`src/smeab_pkg.sv`:
```
// Constants, register map and pin bundles for the serial module enable and slave abort block.
// Assumes a classic Wishbone master with 32-bit data; registers are 8 bits wide, in byte lane 0.
// How it works
// Control bit 1: one enables, zero disables
// Disabled: pins lose serial function entirely
// Disabled: all serial activity stopped, idle
// SPI enable rise keeps control contents
// Software should initialise settings before enabling
// I2C enable rise keeps direction, ack bits
// I2C enable rise resets bus status flags
// Incomplete flag only in SPI slave mode
// Early select rise sets incomplete and complete
// Incomplete abort raises interrupt when enabled
// Software setting incomplete leaves complete alone
// Polarity bit one means clock idles low
// Slave mode: external master supplies clock
// Select pin used only when enabled
// Eight shifted bits finish a slave transfer
package smeab_pkg;
   // Register byte addresses, one aligned word each
   localparam logic [7:0] ADDR_MODE_CTRL   = 8'h00; // serial_mode_enable_control
   localparam logic [7:0] ADDR_I2C_CTRL    = 8'h04; // I2C control and status flags
   localparam logic [7:0] ADDR_SPI_CTRL    = 8'h08; // spi_format_and_flags_control
   localparam logic [7:0] ADDR_DATA        = 8'h0c; // Shift data register
   localparam logic [7:0] ADDR_IRQ_STATUS  = 8'h10; // Sticky event bits, write one to clear
   localparam logic [7:0] ADDR_IRQ_MASK    = 8'h14; // Event mask, same layout
   // Mode control fields
   localparam int MODE_SEL_MSB   = 7;
   localparam int MODE_SEL_LSB   = 5;
   localparam int MODE_EN_BIT    = 1;
   localparam int MODE_ICF_BIT   = 0;
   localparam logic [7:0] MODE_CTRL_RST  = 8'he0;
   localparam logic [7:0] MODE_CTRL_MASK = 8'hef; // Bit 4 unimplemented, reads zero
   localparam logic [2:0] MODE_SPI_SLAVE = 3'h5;
   localparam logic [2:0] MODE_I2C_SLAVE = 3'h6;
   localparam logic [2:0] MODE_NONE      = 3'h7;
   // SPI control fields
   localparam int SPI_POL_BIT    = 5;
   localparam int SPI_EDGE_BIT   = 4;
   localparam int SPI_ORDER_BIT  = 3;
   localparam int SPI_SELECT_PIN_ENABLE_BIT   = 2;
   localparam int SPI_WRITE_COLLISION_FLAG_BIT   = 1;
   localparam int SPI_TRF_BIT    = 0;
   localparam logic [7:0] SPI_CTRL_RST = 8'h00;
   // I2C control: bits 7..6 kept, bits 4..0 status flags
   localparam int I2C_HTX_BIT    = 7;
   localparam int I2C_I2C_ACK_TRANSMIT_BIT   = 6;
   localparam logic [7:0] I2C_KEEP_MASK  = 8'hc0;
   localparam logic [7:0] I2C_FLAG_MASK  = 8'h1f;
   localparam logic [7:0] I2C_FLAG_RST   = 8'h01; // Received-ack idles high
   localparam logic [7:0] I2C_CTRL_RST   = 8'h01;
   // Interrupt bits
   localparam int IRQ_TRF_BIT    = 0;
   localparam int IRQ_ICF_BIT    = 1;
   localparam logic [1:0] IRQ_RST = 2'h0;
   // Transfer length
   localparam logic [2:0] BIT_CNT_LAST = 3'h7;
   localparam logic [2:0] BIT_CNT_ZERO = 3'h0;

   // Pins seen from outside the clock domain
   typedef struct packed {
      logic sck;
      logic sdi;
      logic scs_n;
   } smeab_pins_in_s;

   // Pins driven by the block, clock and data each with its enable, plus the function select
   typedef struct packed {
      logic sck;
      logic sck_oe;
      logic sdo;
      logic sdo_oe;
      logic serial_func;
   } smeab_pins_out_s;
endpackage

```
`src/smeab_top.sv`:
```
// Enable control, SPI slave abort detection and register file of the combined serial module.
// Assumes a classic Wishbone master on clk_i and an external SPI master whose pins are asynchronous.
`timescale 1ns/10ps
module smeab_top
   import smeab_pkg::*;
(
   input  wire logic            clk_i,      // 10 MHz system clock
   input  wire logic            rst_i,      // Synchronous, active high
   input  wire logic            wb_cyc_i,   // Wishbone cycle
   input  wire logic            wb_stb_i,   // Wishbone strobe
   input  wire logic            wb_we_i,    // Write enable
   input  wire logic [7:0]      wb_adr_i,   // Byte address
   input  wire logic [3:0]      wb_sel_i,   // Byte lanes
   input  wire logic [31:0]     wb_dat_i,   // Write data
   output logic      [31:0]     wb_dat_o,   // Read data
   output logic                 wb_ack_o,   // Acknowledge
   input  wire smeab_pins_in_s  pins_i,     // Raw pin levels
   output smeab_pins_out_s      pins_o,     // Pin drive and function select
   output logic                 irq_o       // Level interrupt
);

   // Register state
   logic [7:0] mode_ctrl_r;     // serial_mode_enable_control
   logic [7:0] spi_ctrl_r;      // spi_format_and_flags_control
   logic [7:0] i2c_ctrl_r;      // I2C control and flags
   logic [7:0] data_r;          // Shift data register
   logic [1:0] irq_status_r;    // Sticky events
   logic [1:0] irq_mask_r;      // Event mask
   logic       ack_r;           // Bus acknowledge
   logic [31:0] rdata_r;        // Registered read data
   logic       en_d_r;          // Enable delayed, for rise detection

   // Synchronisers, first stage read by second stage only
   logic [2:0] sync1_r;
   logic [2:0] sync2_r;
   logic       sck_prev_r;      // Last synchronised clock level
   logic       scs_prev_r;      // Last synchronised select level

   // Slave shift state
   logic [2:0] bit_cnt_r;       // Bits shifted in this byte
   logic [7:0] shift_r;         // Receive shifter
   logic [7:0] tx_r;            // Transmit shifter
   logic       sdo_r;           // Output data bit

   // Decoded controls
   logic [2:0] mode_sel;
   logic       module_enable;
   logic       is_spi_slave;
   logic       is_spi_master;
   logic       is_i2c;
   logic       clock_idle_polarity;
   logic       clock_active_edge;
   logic       bit_order_select;
   logic       select_pin_enable;
   logic       en_rise;

   // Bus strobes
   logic       bus_req;
   logic       wr_en;
   logic [7:0] wdat;

   // Synchronised pins and derived events
   logic       sck_s;
   logic       sdi_s;
   logic       scs_n_s;
   logic       selected;
   logic       sck_rise;
   logic       sck_fall;
   logic       sample_edge;
   logic       shift_edge;
   logic       byte_done;
   logic       abort_evt;
   logic       sw_icf_set;

   // Field decode
   assign mode_sel            = mode_ctrl_r[MODE_SEL_MSB:MODE_SEL_LSB];
   // Enable bit decode
   assign module_enable       = mode_ctrl_r[MODE_EN_BIT];
   assign is_spi_slave        = (mode_sel == MODE_SPI_SLAVE);
   assign is_i2c              = (mode_sel == MODE_I2C_SLAVE);
   assign is_spi_master       = (mode_sel < MODE_SPI_SLAVE);
   assign clock_idle_polarity = spi_ctrl_r[SPI_POL_BIT];
   assign clock_active_edge   = spi_ctrl_r[SPI_EDGE_BIT];
   assign bit_order_select    = spi_ctrl_r[SPI_ORDER_BIT];
   assign select_pin_enable   = spi_ctrl_r[SPI_SELECT_PIN_ENABLE_BIT];
   assign en_rise             = module_enable & ~en_d_r;

   // Wishbone strobes; writes land on the acknowledging edge
   assign bus_req = wb_cyc_i & wb_stb_i;
   assign wr_en   = bus_req & wb_we_i & ack_r & wb_sel_i[0];
   assign wdat    = wb_dat_i[7:0];

   // Synchronised pin levels
   assign sck_s   = sync2_r[2];
   assign sdi_s   = sync2_r[1];
   assign scs_n_s = sync2_r[0];

   // Select pin honoured only when enabled, else ignored as floating
   // No slave activity while disabled
   assign selected = module_enable & is_spi_slave & select_pin_enable & ~scs_n_s;

   // Slave clock edges come from the external master
   assign sck_rise    = sck_s & ~sck_prev_r;
   assign sck_fall    = ~sck_s & sck_prev_r;
   // Active edge bit picks the sampling edge; the other edge launches data
   assign sample_edge = clock_active_edge ? sck_rise : sck_fall;
   assign shift_edge  = clock_active_edge ? sck_fall : sck_rise;

   // Eighth sampled bit finishes the byte
   assign byte_done = selected & sample_edge & (bit_cnt_r == BIT_CNT_LAST);

   // Select released with a partial byte, module and select enabled
   // Only detectable in SPI slave mode
   assign abort_evt = module_enable & is_spi_slave & select_pin_enable & scs_n_s & ~scs_prev_r
                      & (bit_cnt_r != BIT_CNT_ZERO);

   // Software write of one to incomplete flag
   assign sw_icf_set = wr_en & (wb_adr_i == ADDR_MODE_CTRL) & wdat[MODE_ICF_BIT];

   // Bus acknowledge, one cycle after request, dropped after one cycle
   always_ff @(posedge clk_i) begin
      if (rst_i) begin
         ack_r <= 1'b0;
      end else begin
         ack_r <= bus_req & ~ack_r;
      end
   end

   // Read data mux, registered; unmapped addresses read zero
   always_ff @(posedge clk_i) begin
      if (rst_i) begin
         rdata_r <= 32'h0000_0000;
      end else if (bus_req & ~ack_r) begin
         case (wb_adr_i)
            ADDR_MODE_CTRL:  rdata_r <= {24'h00_0000, mode_ctrl_r & MODE_CTRL_MASK};
            ADDR_I2C_CTRL:   rdata_r <= {24'h00_0000, i2c_ctrl_r};
            ADDR_SPI_CTRL:   rdata_r <= {24'h00_0000, spi_ctrl_r};
            ADDR_DATA:       rdata_r <= {24'h00_0000, data_r};
            ADDR_IRQ_STATUS: rdata_r <= {30'h0000_0000, irq_status_r};
            ADDR_IRQ_MASK:   rdata_r <= {30'h0000_0000, irq_mask_r};
            default:         rdata_r <= 32'h0000_0000;
         endcase
      end
   end

   // Mode control register; hardware abort sets the flag and wins over a clear
   always_ff @(posedge clk_i) begin
      if (rst_i) begin
         mode_ctrl_r <= MODE_CTRL_RST;
      end else begin
         if (wr_en & (wb_adr_i == ADDR_MODE_CTRL)) begin
            mode_ctrl_r <= wdat & MODE_CTRL_MASK;
         end
         // Abort sets incomplete flag
         if (abort_evt) begin
            mode_ctrl_r[MODE_ICF_BIT] <= 1'b1;
         end
      end
   end

   // Enable history for rise detection
   always_ff @(posedge clk_i) begin
      if (rst_i) begin
         en_d_r <= 1'b0;
      end else begin
         en_d_r <= module_enable;
      end
   end

   // SPI control register; kept across enable rises, never reloaded
   // No default reload on enable
   always_ff @(posedge clk_i) begin
      if (rst_i) begin
         spi_ctrl_r <= SPI_CTRL_RST;
      end else begin
         if (wr_en & (wb_adr_i == ADDR_SPI_CTRL)) begin
            spi_ctrl_r <= wdat;
         end
         // Complete flag set by hardware or by a direct register write, never by software setting incomplete
         // Abort and finished byte both set complete flag
         if (abort_evt | byte_done) begin
            spi_ctrl_r[SPI_TRF_BIT] <= 1'b1;
         end
      end
   end

   // I2C control and flags
   always_ff @(posedge clk_i) begin
      if (rst_i) begin
         i2c_ctrl_r <= I2C_CTRL_RST;
      end else if (en_rise & is_i2c) begin
         // Direction and ack-transmit kept
         // Status flags to defaults
         i2c_ctrl_r <= (i2c_ctrl_r & I2C_KEEP_MASK) | I2C_FLAG_RST;
      end else if (wr_en & (wb_adr_i == ADDR_I2C_CTRL)) begin
         i2c_ctrl_r <= wdat;
      end
   end

   // Pin synchronisers, two flip-flops each
   // Reset to the idle pin levels (clock low, data high, select high) so no false edge follows reset
   always_ff @(posedge clk_i) begin
      if (rst_i) begin
         sync1_r <= 3'h3;
         sync2_r <= 3'h3;
      end else begin
         sync1_r <= {pins_i.sck, pins_i.sdi, pins_i.scs_n};
         sync2_r <= sync1_r;
      end
   end

   // Edge history of synchronised clock and select
   always_ff @(posedge clk_i) begin
      if (rst_i) begin
         sck_prev_r <= 1'b0;
         scs_prev_r <= 1'b1;
      end else begin
         sck_prev_r <= sck_s;
         scs_prev_r <= scs_n_s;
      end
   end

   // Bit counter and receive shifter; counter cleared after select release or disable, shifter holds
   always_ff @(posedge clk_i) begin
      if (rst_i) begin
         bit_cnt_r <= BIT_CNT_ZERO;
         shift_r   <= 8'h00;
      end else if (~selected) begin
         // Held idle while disabled or deselected; count survives one cycle for abort check
         if (~scs_prev_r | ~module_enable) begin
            bit_cnt_r <= BIT_CNT_ZERO;
         end
      end else if (sample_edge) begin
         // Count sampled bits toward eight
         bit_cnt_r <= bit_cnt_r + 3'h1;
         shift_r   <= bit_order_select ? {shift_r[6:0], sdi_s} : {sdi_s, shift_r[7:1]};
      end
   end

   // Data register: software load, or received byte on completion
   always_ff @(posedge clk_i) begin
      if (rst_i) begin
         data_r <= 8'h00;
      end else if (byte_done) begin
         data_r <= bit_order_select ? {shift_r[6:0], sdi_s} : {sdi_s, shift_r[7:1]};
      end else if (wr_en & (wb_adr_i == ADDR_DATA)) begin
         data_r <= wdat;
      end
   end

   // Transmit shifter: reloads from data when a byte starts
   always_ff @(posedge clk_i) begin
      if (rst_i) begin
         tx_r  <= 8'h00;
         sdo_r <= 1'b0;
      end else if (~selected | (bit_cnt_r == BIT_CNT_ZERO & ~sck_rise & ~sck_fall)) begin
         tx_r  <= data_r;
         sdo_r <= bit_order_select ? data_r[7] : data_r[0];
      end else if (shift_edge) begin
         tx_r  <= bit_order_select ? {tx_r[6:0], 1'b0} : {1'b0, tx_r[7:1]};
         sdo_r <= bit_order_select ? tx_r[6] : tx_r[1];
      end
   end

   // Interrupt status: events set, write one clears, set wins
   // Abort raises interrupt request
   always_ff @(posedge clk_i) begin
      if (rst_i) begin
         irq_status_r <= IRQ_RST;
      end else begin
         if (wr_en & (wb_adr_i == ADDR_IRQ_STATUS)) begin
            irq_status_r <= irq_status_r & ~wdat[1:0];
         end
         if (byte_done | abort_evt) begin
            irq_status_r[IRQ_TRF_BIT] <= 1'b1;
         end
         if (abort_evt | sw_icf_set) begin
            irq_status_r[IRQ_ICF_BIT] <= 1'b1;
         end
      end
   end

   // Interrupt mask
   always_ff @(posedge clk_i) begin
      if (rst_i) begin
         irq_mask_r <= IRQ_RST;
      end else if (wr_en & (wb_adr_i == ADDR_IRQ_MASK)) begin
         irq_mask_r <= wdat[1:0];
      end
   end

   // Level interrupt from unmasked sticky bits
   assign irq_o = |(irq_status_r & irq_mask_r);

   // Bus outputs
   assign wb_ack_o = ack_r;
   assign wb_dat_o = rdata_r;

   // Whole pin bundle in one assignment, so the output has a single driver
   // Shift clock generation for master mode lives elsewhere; only the idle level is driven here
   // Slave drives data only while selected, so a shared line stays free otherwise
   assign pins_o = '{
      // Master clock idles low when polarity bit is one
      sck:         ~clock_idle_polarity,
      // Clock driven only in master mode
      sck_oe:      module_enable & is_spi_master,
      sdo:         sdo_r,
      sdo_oe:      module_enable & (is_spi_master | selected),
      // Pins revert to plain use while disabled or no serial mode chosen
      serial_func: module_enable & (mode_sel != MODE_NONE)
   };

endmodule

```
`config.mk`:
```
export PLATFORM = sky130hd
export DESIGN_NAME = smeab_top
export DESIGN_NICKNAME = d
export VERILOG_FILES = /design/src/smeab_pkg.sv /design/src/smeab_top.sv
export SDC_FILE = /design/constraint.sdc
export NUM_CORES = 1
export LEC_CHECK = 0
export BUFFER_PORTS_ARGS = -buffer_cell sky130_fd_sc_hd__clkbuf_2
export CAP_MARGIN = 20
export CORE_MARGIN = 2
export CORE_UTILIZATION = 35
export CTS_BUF_LIST = sky130_fd_sc_hd__clkbuf_8
export DETAILED_ROUTE_END_ITERATION = 10
export HOLD_SLACK_MARGIN = 0.1
export PLACE_DENSITY = 0.56
export SLEW_MARGIN = 20
export SYNTH_ARGS = -nofsm -noshare
export SYNTH_HDL_FRONTEND = slang
export SYNTH_SLANG_ARGS = --single-unit
```
`constraint.sdc`:
```
create_clock -name clk_i -period 4.85 [get_ports clk_i]
set_input_delay 0.2425 -clock clk_i [delete_from_list [all_inputs] [get_ports clk_i]]
set_output_delay 0.2425 -clock clk_i [all_outputs]
set_load 0.005 [all_outputs]
```
# Word level (Yosys, flattened, before mapping)
# Index checks and enable logic that the tools add are counted.
# W data, S select, Z words.
[word_totals]
out_inout_bits = 39
word_cells = 120
input_bits = 52
regBits = 97
[classes]
n_eq_ne = 10
n_addsub = 1
n_mux = 23
order_cmp = 1
reduce_logical = 15
n_bitwise = 49
[op_table]
columns = ["operator", "count"]
rows = [
  ["$mux W8", 6],
  ["$pmux W8 S6", 1],
  ["$and A1 B1 Y1", 29],
  ["$eq A8 B4 Y1 const B", 2],
  ["$eq A8 B5 Y1 const B", 2],
  ["$reduce_bool A2 Y1", 7],
  ["$mux W1", 12],
  ["$not A1 Y1", 12],
  ["$eq A3 B3 Y1 const B", 3],
  ["$mux W3", 3],
  ["$eq A8 B3 Y1 const B", 1],
  ["$logic_not A8 Y1", 1],
  ["$reduce_and A2 Y1", 3],
  ["$or A1 B1 Y1", 5],
  ["$and A2 B2 Y2", 2],
  ["$reduce_or A2 Y1", 2],
  ["$add A3 B1 Y3 const B", 1],
  ["$logic_not A3 Y1", 1],
  ["$lt A3 B3 Y1 const B", 1],
  ["$ne A3 B3 Y1 const B", 1],
  ["$reduce_bool A3 Y1", 1],
  ["$mux W2", 1],
  ["$ne A2 B1 Y1 const B", 1],
  ["$not A2 Y2", 1],
]

# Logic depth before layout (Yosys ltp)
# Gate-level depths: netlist of run 1.
[depth]
ltp_word = 8
ltp_mapped = 7
ltp_nobuf = 6

# Worst setup path before layout of run 1
# OpenSTA, ideal clock, no wires.
[synth_path]
path_kind = "input -> register"
startpoint = "input wb_adr_i[7]"
endpoint = "register data_r[7]"
arrival_ps = 1782
path_slack_ps = 2983
cell_stages = 5
t_required_ps = 4764
setup_ps = 86
n_path_buf = 1
path_cell_list = "or4_4 > or4_1 > buf_4 > mux2i_1 > a211oi_1"
[synth_via]
elab_chain_len = 3
[synth_rtl]
columns = ["element", "line", "source"]
rows = [
  ["from (decl)", "smeab_top.sv:12", "input wire logic [7:0] wb_adr_i,"],
  ["$eq A8 B4 Y1", "smeab_top.sv:246", "end else if (wr_en & (wb_adr_i == ADDR_DATA)) begin"],
  ["$and A1 B1 Y1", "smeab_top.sv:246", ""],
  ["$reduce_bool A2 Y1 (no line)", "-", ""],
  ["to (signal assigned)", "smeab_top.sv:245", "data_r <= bit_order_select ? {shift_r[6:0], sdi_s} : {sdi_s, shift_r[7:1]};"],
  ["to (signal assigned)", "smeab_top.sv:247", "data_r <= wdat;"],
  ["to (decl)", "smeab_top.sv:26", "logic [7:0] data_r;"],
]
# No other way between the ends.
# A chain may end at the register's enable or synchronous reset.

# Worst setup path after layout of run 1
[layout_path]
startpoint = "register mode_ctrl_r[1]"
endpoint = "register tx_r[5]"
[layout_via]
elab_chain_len = 6
word_cells_on_any_way = 7
classes_between = "mux (1); bitwise (5); reduce/logical (1)"
[layout_rtl]
columns = ["element", "line", "source"]
rows = [
  ["from (decl)", "smeab_top.sv:23", "logic [7:0] mode_ctrl_r;"],
  ["from (signal assigned)", "smeab_top.sv:152", "mode_ctrl_r <= wdat & MODE_CTRL_MASK;"],
  ["$and A1 B1 Y1 (*) (3 in a row)", "smeab_top.sv:100", "assign selected = module_enable & is_spi_slave & select_pin_enable & ~scs_n_s;"],
  ["$not A1 Y1 (*)", "smeab_top.sv:256", "end else if (~selected | (bit_cnt_r == BIT_CNT_ZERO & ~sck_rise & ~sck_fall)) begin"],
  ["$or A1 B1 Y1 (*)", "smeab_top.sv:256", ""],
  ["$mux W8 / $reduce_bool A2 Y1 (equally long branches)", "-", ""],
  ["to (signal assigned)", "smeab_top.sv:257", "tx_r <= data_r;"],
  ["to (signal assigned)", "smeab_top.sv:260", "tx_r <= bit_order_select ? {tx_r[6:0], 1'b0} : {1'b0, tx_r[7:1]};"],
  ["to (decl)", "smeab_top.sv:42", "logic [7:0] tx_r;"],
]
# Every way passes the cells marked *; elsewhere a longest branch is shown, timed or not.

==> qor.csv, run 1 <==
stage,metric,value,unit
floorplan,die_h,108,um
global_route,antenna_found_initial,0,
worst_hold_path,hold_path.class,primary input to flop,
global_route,grt_pass1_wl,14300,um
worst_setup_path,cp_top_family,compound AO/OA/AOI/OAI gates,
worst_setup_path,worstSetupPathType,flop to flop,
drt,via_per_inst,5.37,
yosys,syn_area_per_cell,9.11,sq um
drt,post_drt_wl_per_cell,15.3,um
worst_setup_path,cp.buffers_inverters,0,
yosys,ys.flop_type,dfxtp_1,
timing,worst-slew-pin-transition,1.07,ns
drt,drc,0,
timing,post-route-period-util,0.463,
global_route,global_route.overflow_total,0,
cells_and_area,layout.nets,497,
pwr,ir_drop,148,uV
status,status,"complete, no violations",
yosys,synth_commonest_cells,"dfxtp_1 (73), mux2i_1 (38), a21oi_1 (31)",
pwr,leakagePower,1.56,nW
worst_setup_path,arrival,2.52,ns
timing,clock_skew,0.00848,ns
yosys,synth_top_family_by_area,simple AND/OR/NAND/NOR gates,
yosys,netlist_instances,415,
worst_setup_path,slowest_delay,0.88,ns
timing,setup_viol,0,
cts,cts_tree,built,
cells_and_area,post-route-cell-area,0.00419,sq mm
worst_setup_path,slowest_stage,a2111oi_4,
global_route,grt_max_degree,38,
cells_and_area,n_antenna_cell,0,
cts,cts_setup_buffers,0,
drt,ant_nets,0,
cts,cts.path.max_buffers,2,
global_route,grt_pass1_vias,2783,
yosys,yosys.area_share.adder,0.00993,
worst_setup_path,critPathMaxFanout,18,
yosys,yosysMostFrequentCell,dfxtp_1,
global_route,grt_usage,0.158,
yosys,yosys-top-cells-area,"dfxtp_1 (39%), mux2i_1 (10%), buf_4 (5.6%)",
timing,rsz0062_at_grt,false,
yosys,yosys.area.top_type,dfxtp_1,
yosys,seq_area_frac_synth,0.387,
floorplan,core,0.0104,sq mm
worst_setup_path,worstPathRequired,5.12,ns
cts,htree_levels,3,
yosys,post_synth_num_cell_types,49,
drt,route.vias.total,3130,
placement,place_area,0.00394,sq mm
drt,drt_iter0_markers,184,
cts,clk_latency,0.35,ns
worst_setup_path,worstPathCellList,nand4_1 > a2111oi_4 > o211ai_1 > a21oi_1,
timing,drv_slew,0,
timing,finalCriticalPeriod,2.25,ns
cells_and_area,layout-drive-gt1-share,0.168,
cts,holdBufCountCts,3,
worst_setup_path,end_kind,flop,
cts,cts.clk_slew.worst_paths,0.08,ns
yosys,yosys.area.top_type_share,0.387,
yosys,synth_mux_area_frac,0.133,
cts,cts_resized,0,
yosys,yosys_warnings,0,
yosys,ys_seq_elements,73,
run,max-cap-violations,0,
placement,io_buffers,39,
yosys,synth_compound_area_frac,0.173,
cts,numClockSinks,73,
floorplan,die_w,108,um
cts,cts_made_buffers,9,
floorplan,dieArea,0.0116,sq mm
cells_and_area,syn_to_final_growth,10.8,%
timing,finalHoldViolCount,0,
placement,detailedPlacementHpwl,6330,um
yosys,synthesis.area,0.00378,sq mm
timing,clock.fmax,445,MHz
placement,gp_congestion,0.803,
floorplan,ios,91,
yosys,synth_xor_xnor_area_share,0.00232,
floorplan,floorplan.rows,37,
cts,cts_root_buffer,clkbuf_8,
timing,final.setup.tns,0,ns
worst_setup_path,cp-start-kind,flop,
drt,routed_wl,8910,um
pwr,p_per_area,286,mW/mm^2
yosys,async_flop_share,0,
drt,first_pass_iters,4,
floorplan,start_util,0.363,
yosys,synth_simple_gate_area_frac,0.206,
timing,relSlewSlack,0.286,
yosys,synth-edff-count,0,
==> area by class of cell <==
cell class,count,area [sq um]
Clock buffer,10,138
Multi-Input combinational cell,308,2070
Timing Repair Buffer,44,240
Fill cell,1067,6230
Clock inverter,6,82.6
Inverter,6,22.5
Sequential cell,73,1460
Tap cell,136,170
==> worst register-to-register path, delay by kind of cell, from the launching register on <==
family | cells | cell delay [ns]
and+or+nand+nor | 1 | 0.42
AOI/OAI and AO/OA | 3 | 1.26
DFF | 1 | 0.50
==> through the flow <==
stage	utilization	setup WS [ns]	hold slack (ns)	std cells	total power [mW]
2_1_floorplan	-	2.98	0.346	438	0.671
3_3_place_gp	0.378	2.54	0.391	564	0.681
3_5_place_dp	0.378	2.55	0.393	564	0.682
4_1_cts	0.402	2.62	0.170	583	1.21
5_1_grt	0.402	2.42	0.198	583	1.24
6_report	0.402	2.60	0.190	583	1.20
==> placed cells by master, fill, tap and decap left out, types with 4 or more instances in the layout <==
master     n
conb_1    24
and4_1     5
nand4_1    9
a21oi_1   31
mux2i_1   38
clkbuf_8  10
or2_2      8
nor2b_1   15
a211oi_1  19
o21ai_0   20
nor3_1     4
mux4_2     5
nand2b_1  14
inv_1      7
dfxtp_1   73
nor2_1    27
nand3_1   17
o211ai_1   8
nand2_1   18
clkbuf_2  39
==> power by group <==
part           total (mW)  internal [mW]  switching (mW)
Clock               0.526          0.301           0.225
Combinational      0.0656         0.0219          0.0437
Sequential          0.605          0.602         0.00272
Total                1.20          0.925           0.272
==> metal layers <==
layer | vias to the layer above | share of wire | track usage
li1 | 1521 | - | -
met4 | 0 | 0.016 | 0.0540
met1 | 1484 | 0.49 | 0.231
met2 | 114 | 0.44 | 0.224
met5 | - | 0 | 0
met3 | 11 | 0.054 | 0.0424
==> registers in the layout (all words and copies together), names as in the netlist <==
name and cells:
bit_cnt_r 3, data_r 8, en_d_r 1, i2c_ctrl_r 8, irq_mask_r 2, irq_status_r 2
mode_ctrl_r 7, sck_prev_r 1, scs_prev_r 1, sdo_r 1, shift_r 8, spi_ctrl_r 8
sync1_r 3, sync2_r 3, tx_r 8, wb_ack_o 1, wb_dat_o 8
==> worst paths after layout <==
| path | start | endpoint | slack, ns | cells after the start |
|---|---|---|---|---|
| worst min register to register | sync1_r[0] | sync2_r[0] | 0.41 | 1 |
| worst max-delay path | mode_ctrl_r[1] | tx_r[5] | 2.60 | 4 |
| worst min-delay path | wb_dat_i[3] | i2c_ctrl_r[3] | 0.19 | 3 |
| worst max register to register | mode_ctrl_r[1] | tx_r[5] | 2.60 | 4 |
==> kinds of logic (layout without fill, tap and decap cells) <==
| group | count (synthesis) | after routing |
|---|---|---|
| AO/OA/AOI/OAI | 97 | 97 |
| XOR/XNOR | 1 | 1 |
| adder cells (fa/ha/maj) | 3 | 3 |
| buffers and inverters | 57 | 66 |
| flip-flops | 73 | 73 |
| multiplexers | 44 | 44 |
| other | 1 | 24 |
| AND/OR/NAND/NOR | 139 | 139 |
No activity file was read; power rests on OpenSTA's default activity.
==> inputs of run 2 (changes only) <==
ABC_AREA = 1   (was default)
clock period = 2.3 ns   (was 4.85 ns; I/O delays follow)
==> qor.csv, run 2 <==
stage,metric,value,unit
worst_hold_path,hold_path.class,primary input to flop,
drt,drt_iter0_markers,187,
timing,clock.fmax,613,MHz
timing,final.setup.tns,0,ns
yosys,yosysMostFrequentCell,nand2_1,
drt,ant_nets,0,
global_route,grt_pass1_vias,3030,
timing,finalCriticalPeriod,1.63,ns
yosys,yosys.area.top_type_share,0.392,
cts,cts_made_buffers,9,
drt,route.met3.wl,484,um
drt,wl_met2,4070,um
yosys,synth_top_family_by_area,simple AND/OR/NAND/NOR gates,
placement,place_inst,706,
pwr,p_per_area,622,mW/mm^2
cts,cts.clk_slew.worst_paths,0.08,ns
global_route,grt_max_degree,34,
drt,post_drt_wl_per_cell,12.1,um
drt,first_pass_iters,4,
cts,htree_levels,3,
yosys,synth-edff-count,0,
yosys,ys_seq_elements,73,
drt,via_per_inst,4.67,
timing,drv_slew,0,
worst_setup_path,arrival,1.84,ns
cells_and_area,final_cells,728,
yosys,synth_xor_xnor_area_share,0,
yosys,async_flop_share,0,
placement,detailedPlacementHpwl,6670,um
yosys,synth_simple_gate_area_frac,0.299,
placement,gp_congestion,0.809,
pwr,power,2.66,mW
cts,cts_tree,built,
cts,numClockSinks,73,
drt,routed_wl,8820,um
yosys,synth_mux_area_frac,0,
cts,cts_setup_buffers,0,
cells_and_area,layout.nets,642,
yosys,yosys-top-cells-area,"dfxtp_1 (39%), nand2_1 (14%), o21ai_0 (7.8%)",
timing,setup_viol,0,
cts,cts_root_buffer,clkbuf_8,
yosys,yosys_warnings,0,
cts,holdBufCountCts,6,
global_route,grt_usage,0.161,
pwr,leakagePower,1.90,nW
floorplan,dieArea,0.0115,sq mm
floorplan,floorplan.rows,37,
drt,top_layer,met4,
worst_setup_path,worstSetupPathType,flop to flop,
global_route,global_route.overflow_total,0,
drt,drc,0,
placement,io_buffers,39,
cells_and_area,mostFrequentLayoutCells,"nand2_1 (139), dfxtp_1 (73), o21ai_0 (58)",
yosys,synth_commonest_cells,"nand2_1 (139), dfxtp_1 (73), o21ai_0 (58)",
yosys,synthesis.area,0.00372,sq mm
yosys,synth_compound_area_frac,0.169,
yosys,netlist_instances,543,
worst_setup_path,cp-start-kind,flop,
pwr,combPwrFrac,0.051,
pwr,internal_power,2.07,mW
floorplan,core,0.0103,sq mm
yosys,seq_area_frac_synth,0.392,
cells_and_area,layout-drive-gt1-share,0.159,
cells_and_area,layout_commonest_cell,nand2_1,
status,status,"complete, no violations",
timing,rsz0062_at_grt,false,
timing,worst-slew-pin-transition,0.522,ns
timing,finalHoldViolCount,0,
timing,post-route-period-util,0.709,
cells_and_area,fillers,1087,
cells_and_area,syn_to_final_growth,14.7,%
timing,relSlewSlack,0.651,
floorplan,ios,91,
yosys,post_synth_num_cell_types,33,
worst_setup_path,critPathMaxFanout,15,
yosys,syn_area_per_cell,6.86,sq um
yosys,yosys.area.top_type,dfxtp_1,
global_route,antenna_found_initial,0,
cts,clk_latency,0.34,ns
cells_and_area,n_antenna_cell,0,
pwr,p_sw,0.587,mW
worst_setup_path,worstPathRequired,2.51,ns
pwr,ir_drop,445,uV
drt,route.vias.total,3398,
global_route,grt_pass1_wl,14700,um
pwr,seqPwrFrac,0.479,
pwr,sw_frac_of_total,0.221,
floorplan,die_w,107,um
floorplan,start_util,0.361,
yosys,yosys.area_share.adder,0.0101,
timing,clock_skew,0.00891,ns
floorplan,die_h,107,um
cts,cts_resized,0,
drt,met1Wirelength,4150,um
run,max-cap-violations,0,
worst_setup_path,end_kind,flop,
pwr,p_clk_frac,0.470,
cts,cts.path.max_buffers,2,
yosys,ys.flop_type,dfxtp_1,
cells_and_area,fin_util,0.414,
-- run 2: cell types whose count changed after synthesis, sizes merged, moves of 15 or more --
cell    before  now
a211oi      20    0
o21ai       20   70
mux2i       38    0
nand2       18  142
nand3       17   39
inv          6   58
nor2b       15    0
nor2        27   57
-- run 2: worst max-delay path: stages, from the launching register on --
cell and delay, ns:
dfxtp_1 0.42, nand2_1 0.11, inv_2 0.12, nand3_2 0.10, nor2_4 0.16, nand2_1 0.27, o21ai_0 0.25, a21oi_1 0.06
-- run 2: kinds of logic (layout without fill, tap and decap cells) --
group | after synthesis | count (layout)
AO/OA/AOI/OAI | 121 | 121
adder cells (fa/ha/maj) | 3 | 3
buffers and inverters | 98 | 124
flip-flops | 73 | 73
other | 1 | 24
AND/OR/NAND/NOR | 247 | 247
-- run 2: final timing paths --
check / start / endpoint / slack [ns] / cells after the start
max: mode_ctrl_r[5] / shift_r[2] / 0.67 / 7
min: wb_dat_i[4] / i2c_ctrl_r[4] / 0.11 / 3
max reg2reg: mode_ctrl_r[5] / shift_r[2] / 0.67 / 7
min reg2reg: sync1_r[1] / sync2_r[1] / 0.41 / 1
-- run 2: cell type report --
| class | count | area (sq um) | area share |
|---|---|---|---|
| tap | 136 | 170 | 0.0398 |
| inverter | 59 | 221 | 0.0518 |
| clock inverter | 6 | 115 | 0.0269 |
| multi-input combinational | 395 | 1870 | 0.437 |
| clock buffer | 10 | 138 | 0.0322 |
| timing repair buffer | 49 | 298 | 0.0697 |
| sequential | 73 | 1460 | 0.342 |
-- run 2: power groups by stage --
stage | logic, mW | registers, mW | clock network, mW
2_1_floorplan | 0.103 | 1.30 | 0
3_3_place_gp | 0.126 | 1.30 | 0
3_5_place_dp | 0.127 | 1.30 | 0
4_1_cts | 0.136 | 1.27 | 1.28
5_1_grt | 0.156 | 1.27 | 1.33
6_report | 0.136 | 1.27 | 1.25
-- run 2: metrics by stage --
stage,worst slack (ns),instance area [sq um],hold slack (ns)
final,0.670,4270,0.113
after global routing,0.525,4270,0.123
after CTS,0.684,4270,0.107
after detailed placement,0.698,3960,0.302
after global placement,0.704,3960,0.301
after floorplan,0.933,3810,0.219
-- run 2: metal layers --
| metal | vias to the layer above | global-route usage |
|---|---|---|
| met5 | - | 0 |
| met4 | 0 | 0.0501 |
| met3 | 8 | 0.0237 |
| met2 | 83 | 0.262 |
| met1 | 1521 | 0.220 |
| li1 | 1786 | - |
==> inputs of run 3 (changes only) <==
clock period = 1.7 ns   (was 2.3 ns; I/O delays follow)
==> qor.csv, run 3 (synthesis results as in run 2) <==
stage,metric,value,unit
pwr,seqPwrFrac,0.496,
drt,drc,0,
pwr,p_sw,0.783,mW
global_route,grt_pass1_wl,15400,um
worst_hold_path,min_from,wb_dat_i[0],
worst_setup_path,cp.buffers_inverters,2,
placement,pre_cts_slack,0.0826,ns
status,status,"complete, no violations",
run,max-cap-violations,0,
cts,cts.path.max_buffers,2,
cts,cts_tree,built,
cells_and_area,regArea,0.00146,sq mm
worst_setup_path,slowest_delay,0.39,ns
timing,setup_viol,0,
worst_setup_path,regToRegStartpoint,mode_ctrl_r[7],
global_route,grt_max_degree,34,
floorplan,core,0.0103,sq mm
global_route,global_route.overflow_total,0,
timing,final.setup.tns,0,ns
worst_setup_path,cp.depth,9,
drt,first_pass_iters,4,
floorplan,floorplan.rows,37,
worst_setup_path,cp-start-kind,flop,
cells_and_area,fillers,1112,
worst_hold_path,hold_path.class,primary input to flop,
worst_setup_path,cp_top_family,simple AND/OR/NAND/NOR gates,
cts,cts.clk_slew.worst_paths,0.08,ns
timing,timing.final.ws_setup,0.151,ns
cells_and_area,layout_commonest_cell,nand2_1,
pwr,p_clk_frac,0.448,
cts,cts_root_buffer,clkbuf_8,
pwr,combPwrFrac,0.056,
global_route,grt_pass1_vias,3315,
worst_setup_path,critPathMaxFanout,11,
cells_and_area,layout.nets,657,
floorplan,ios,91,
placement,io_buffers,39,
worst_setup_path,arrival,1.77,ns
worst_setup_path,worstSetupPathType,flop to flop,
cts,cts_made_buffers,9,
timing,clock.fmax,646,MHz
placement,gp_congestion,0.863,
cells_and_area,n_antenna_cell,0,
timing,clock_skew,0.00945,ns
timing,rsz0062_at_grt,false,
drt,routed_wl,9250,um
drt,post_drt_wl_per_cell,12.4,um
worst_setup_path,slowest_stage,dfxtp_1,
cells_and_area,mostFrequentLayoutCells,"nand2_1 (138), dfxtp_1 (73), o21ai_0 (58)",
cts,htree_levels,3,
pwr,power,3.47,mW
pwr,ir_drop,296,uV
floorplan,die_h,107,um
pwr,sw_frac_of_total,0.226,
worst_hold_path,holdPathEnd,irq_mask_r[0],
floorplan,dieArea,0.0115,sq mm
timing,finalHoldViolCount,0,
floorplan,start_util,0.361,
pwr,internal_power,2.69,mW
floorplan,die_w,107,um
timing,post-route-period-util,0.911,
cts,numClockSinks,73,
worst_setup_path,regToRegEndpoint,tx_r[4],
cells_and_area,syn_to_final_growth,17.3,%
drt,ant_nets,0,
global_route,antenna_found_initial,0,
worst_hold_path,min_path_cells,3,
cells_and_area,multiInputGateArea,0.00188,sq mm
worst_setup_path,r2r_slack,0.15,ns
drt,via_per_inst,4.66,
timing,drv_slew,0,
pwr,p_per_area,795,mW/mm^2
worst_setup_path,worstPathRequired,1.92,ns
timing,holdWs,0.111,ns
worst_setup_path,worstPathCellList,nand2_1 > inv_2 > nand3_2 > nor2_4 > nand2_4 > inv_2 > nand2_1 > o21ai_1 > a21oi_1,
global_route,grt_usage,0.171,
pwr,leakagePower,1.96,nW
worst_setup_path,end_kind,flop,
drt,drt_iter0_markers,185,
cts,clk_latency,0.35,ns
timing,finalCriticalPeriod,1.55,ns
cells_and_area,layout-drive-gt1-share,0.178,
cells_and_area,post-route-cell-area,0.00437,sq mm
placement,place_area,0.00402,sq mm
worst_setup_path,ff2ff_path_depth,9,
drt,route.vias.total,3460,
placement,detailedPlacementHpwl,6980,um
run 3: changes by cell type in the layout (fill, tap and decap cells not counted), sizes merged:
cell,before,now
nor2,57,58
clkbuf,49,50
bufinv,3,2
dlygate4sd3,6,10
buf,4,14
run 3: tightest hold or removal path, stage by stage:
cell and delay, ns:
clkbuf_2 0.13, o21ai_0 0.09, a21oi_1 0.11
run 3: routing by layer:
metal	share of wire	GRT usage	wire (um)
met1	0.48	0.221	4470
met2	0.46	0.285	4220
met3	0.046	0.0261	423
met4	0.014	0.0677	132
met5	0	0	0
run 3: timing repair:
action,4_1_cts,5_1_grt
hold buffers,10,0
endpoints found under the hold margin,22,0
resized for setup,0,3
setup endpoints to repair,0,15
setup buffers,0,0
run 3: power by group through the flow:
stage | clock network, mW | registers, mW | logic (mW)
final | 1.56 | 1.72 | 0.194
after global routing | 1.67 | 1.72 | 0.220
after CTS | 1.59 | 1.72 | 0.192
after detailed placement | 0 | 1.76 | 0.172
after global placement | 0 | 1.76 | 0.171
after floorplan | 0 | 1.76 | 0.140
run 3: area by class of cell:
type,instances,share of cell area
Tap cell,136,0.0390
Clock buffer,11,0.0347
Timing Repair Buffer,63,0.0917
Multi-Input combinational cell,396,0.432
Sequential cell,73,0.335
Clock inverter,5,0.0178
Inverter,59,0.0507
run 3: worst max-delay path by stage:
stage / from / slack [ns] / to
after floorplan: bit_cnt_r[0] / 0.33 / tx_r[7]
after global placement: mode_ctrl_r[7] / 0.13 / shift_r[2]
after detailed placement: bit_cnt_r[0] / 0.08 / tx_r[5]
after CTS: bit_cnt_r[0] / 0.07 / tx_r[4]
after global routing: wb_ack_o / 0.005 / spi_ctrl_r[0]
final: mode_ctrl_r[7] / 0.15 / tx_r[4]
run 3: metrics by stage:
| stage | std cells | util |
|---|---|---|
| CTS | 742 | 0.421 |
| floorplan | 566 | - |
| global route | 743 | 0.423 |
| detailed placement | 716 | 0.390 |
| global placement | 716 | 0.390 |
| finish | 743 | 0.423 |
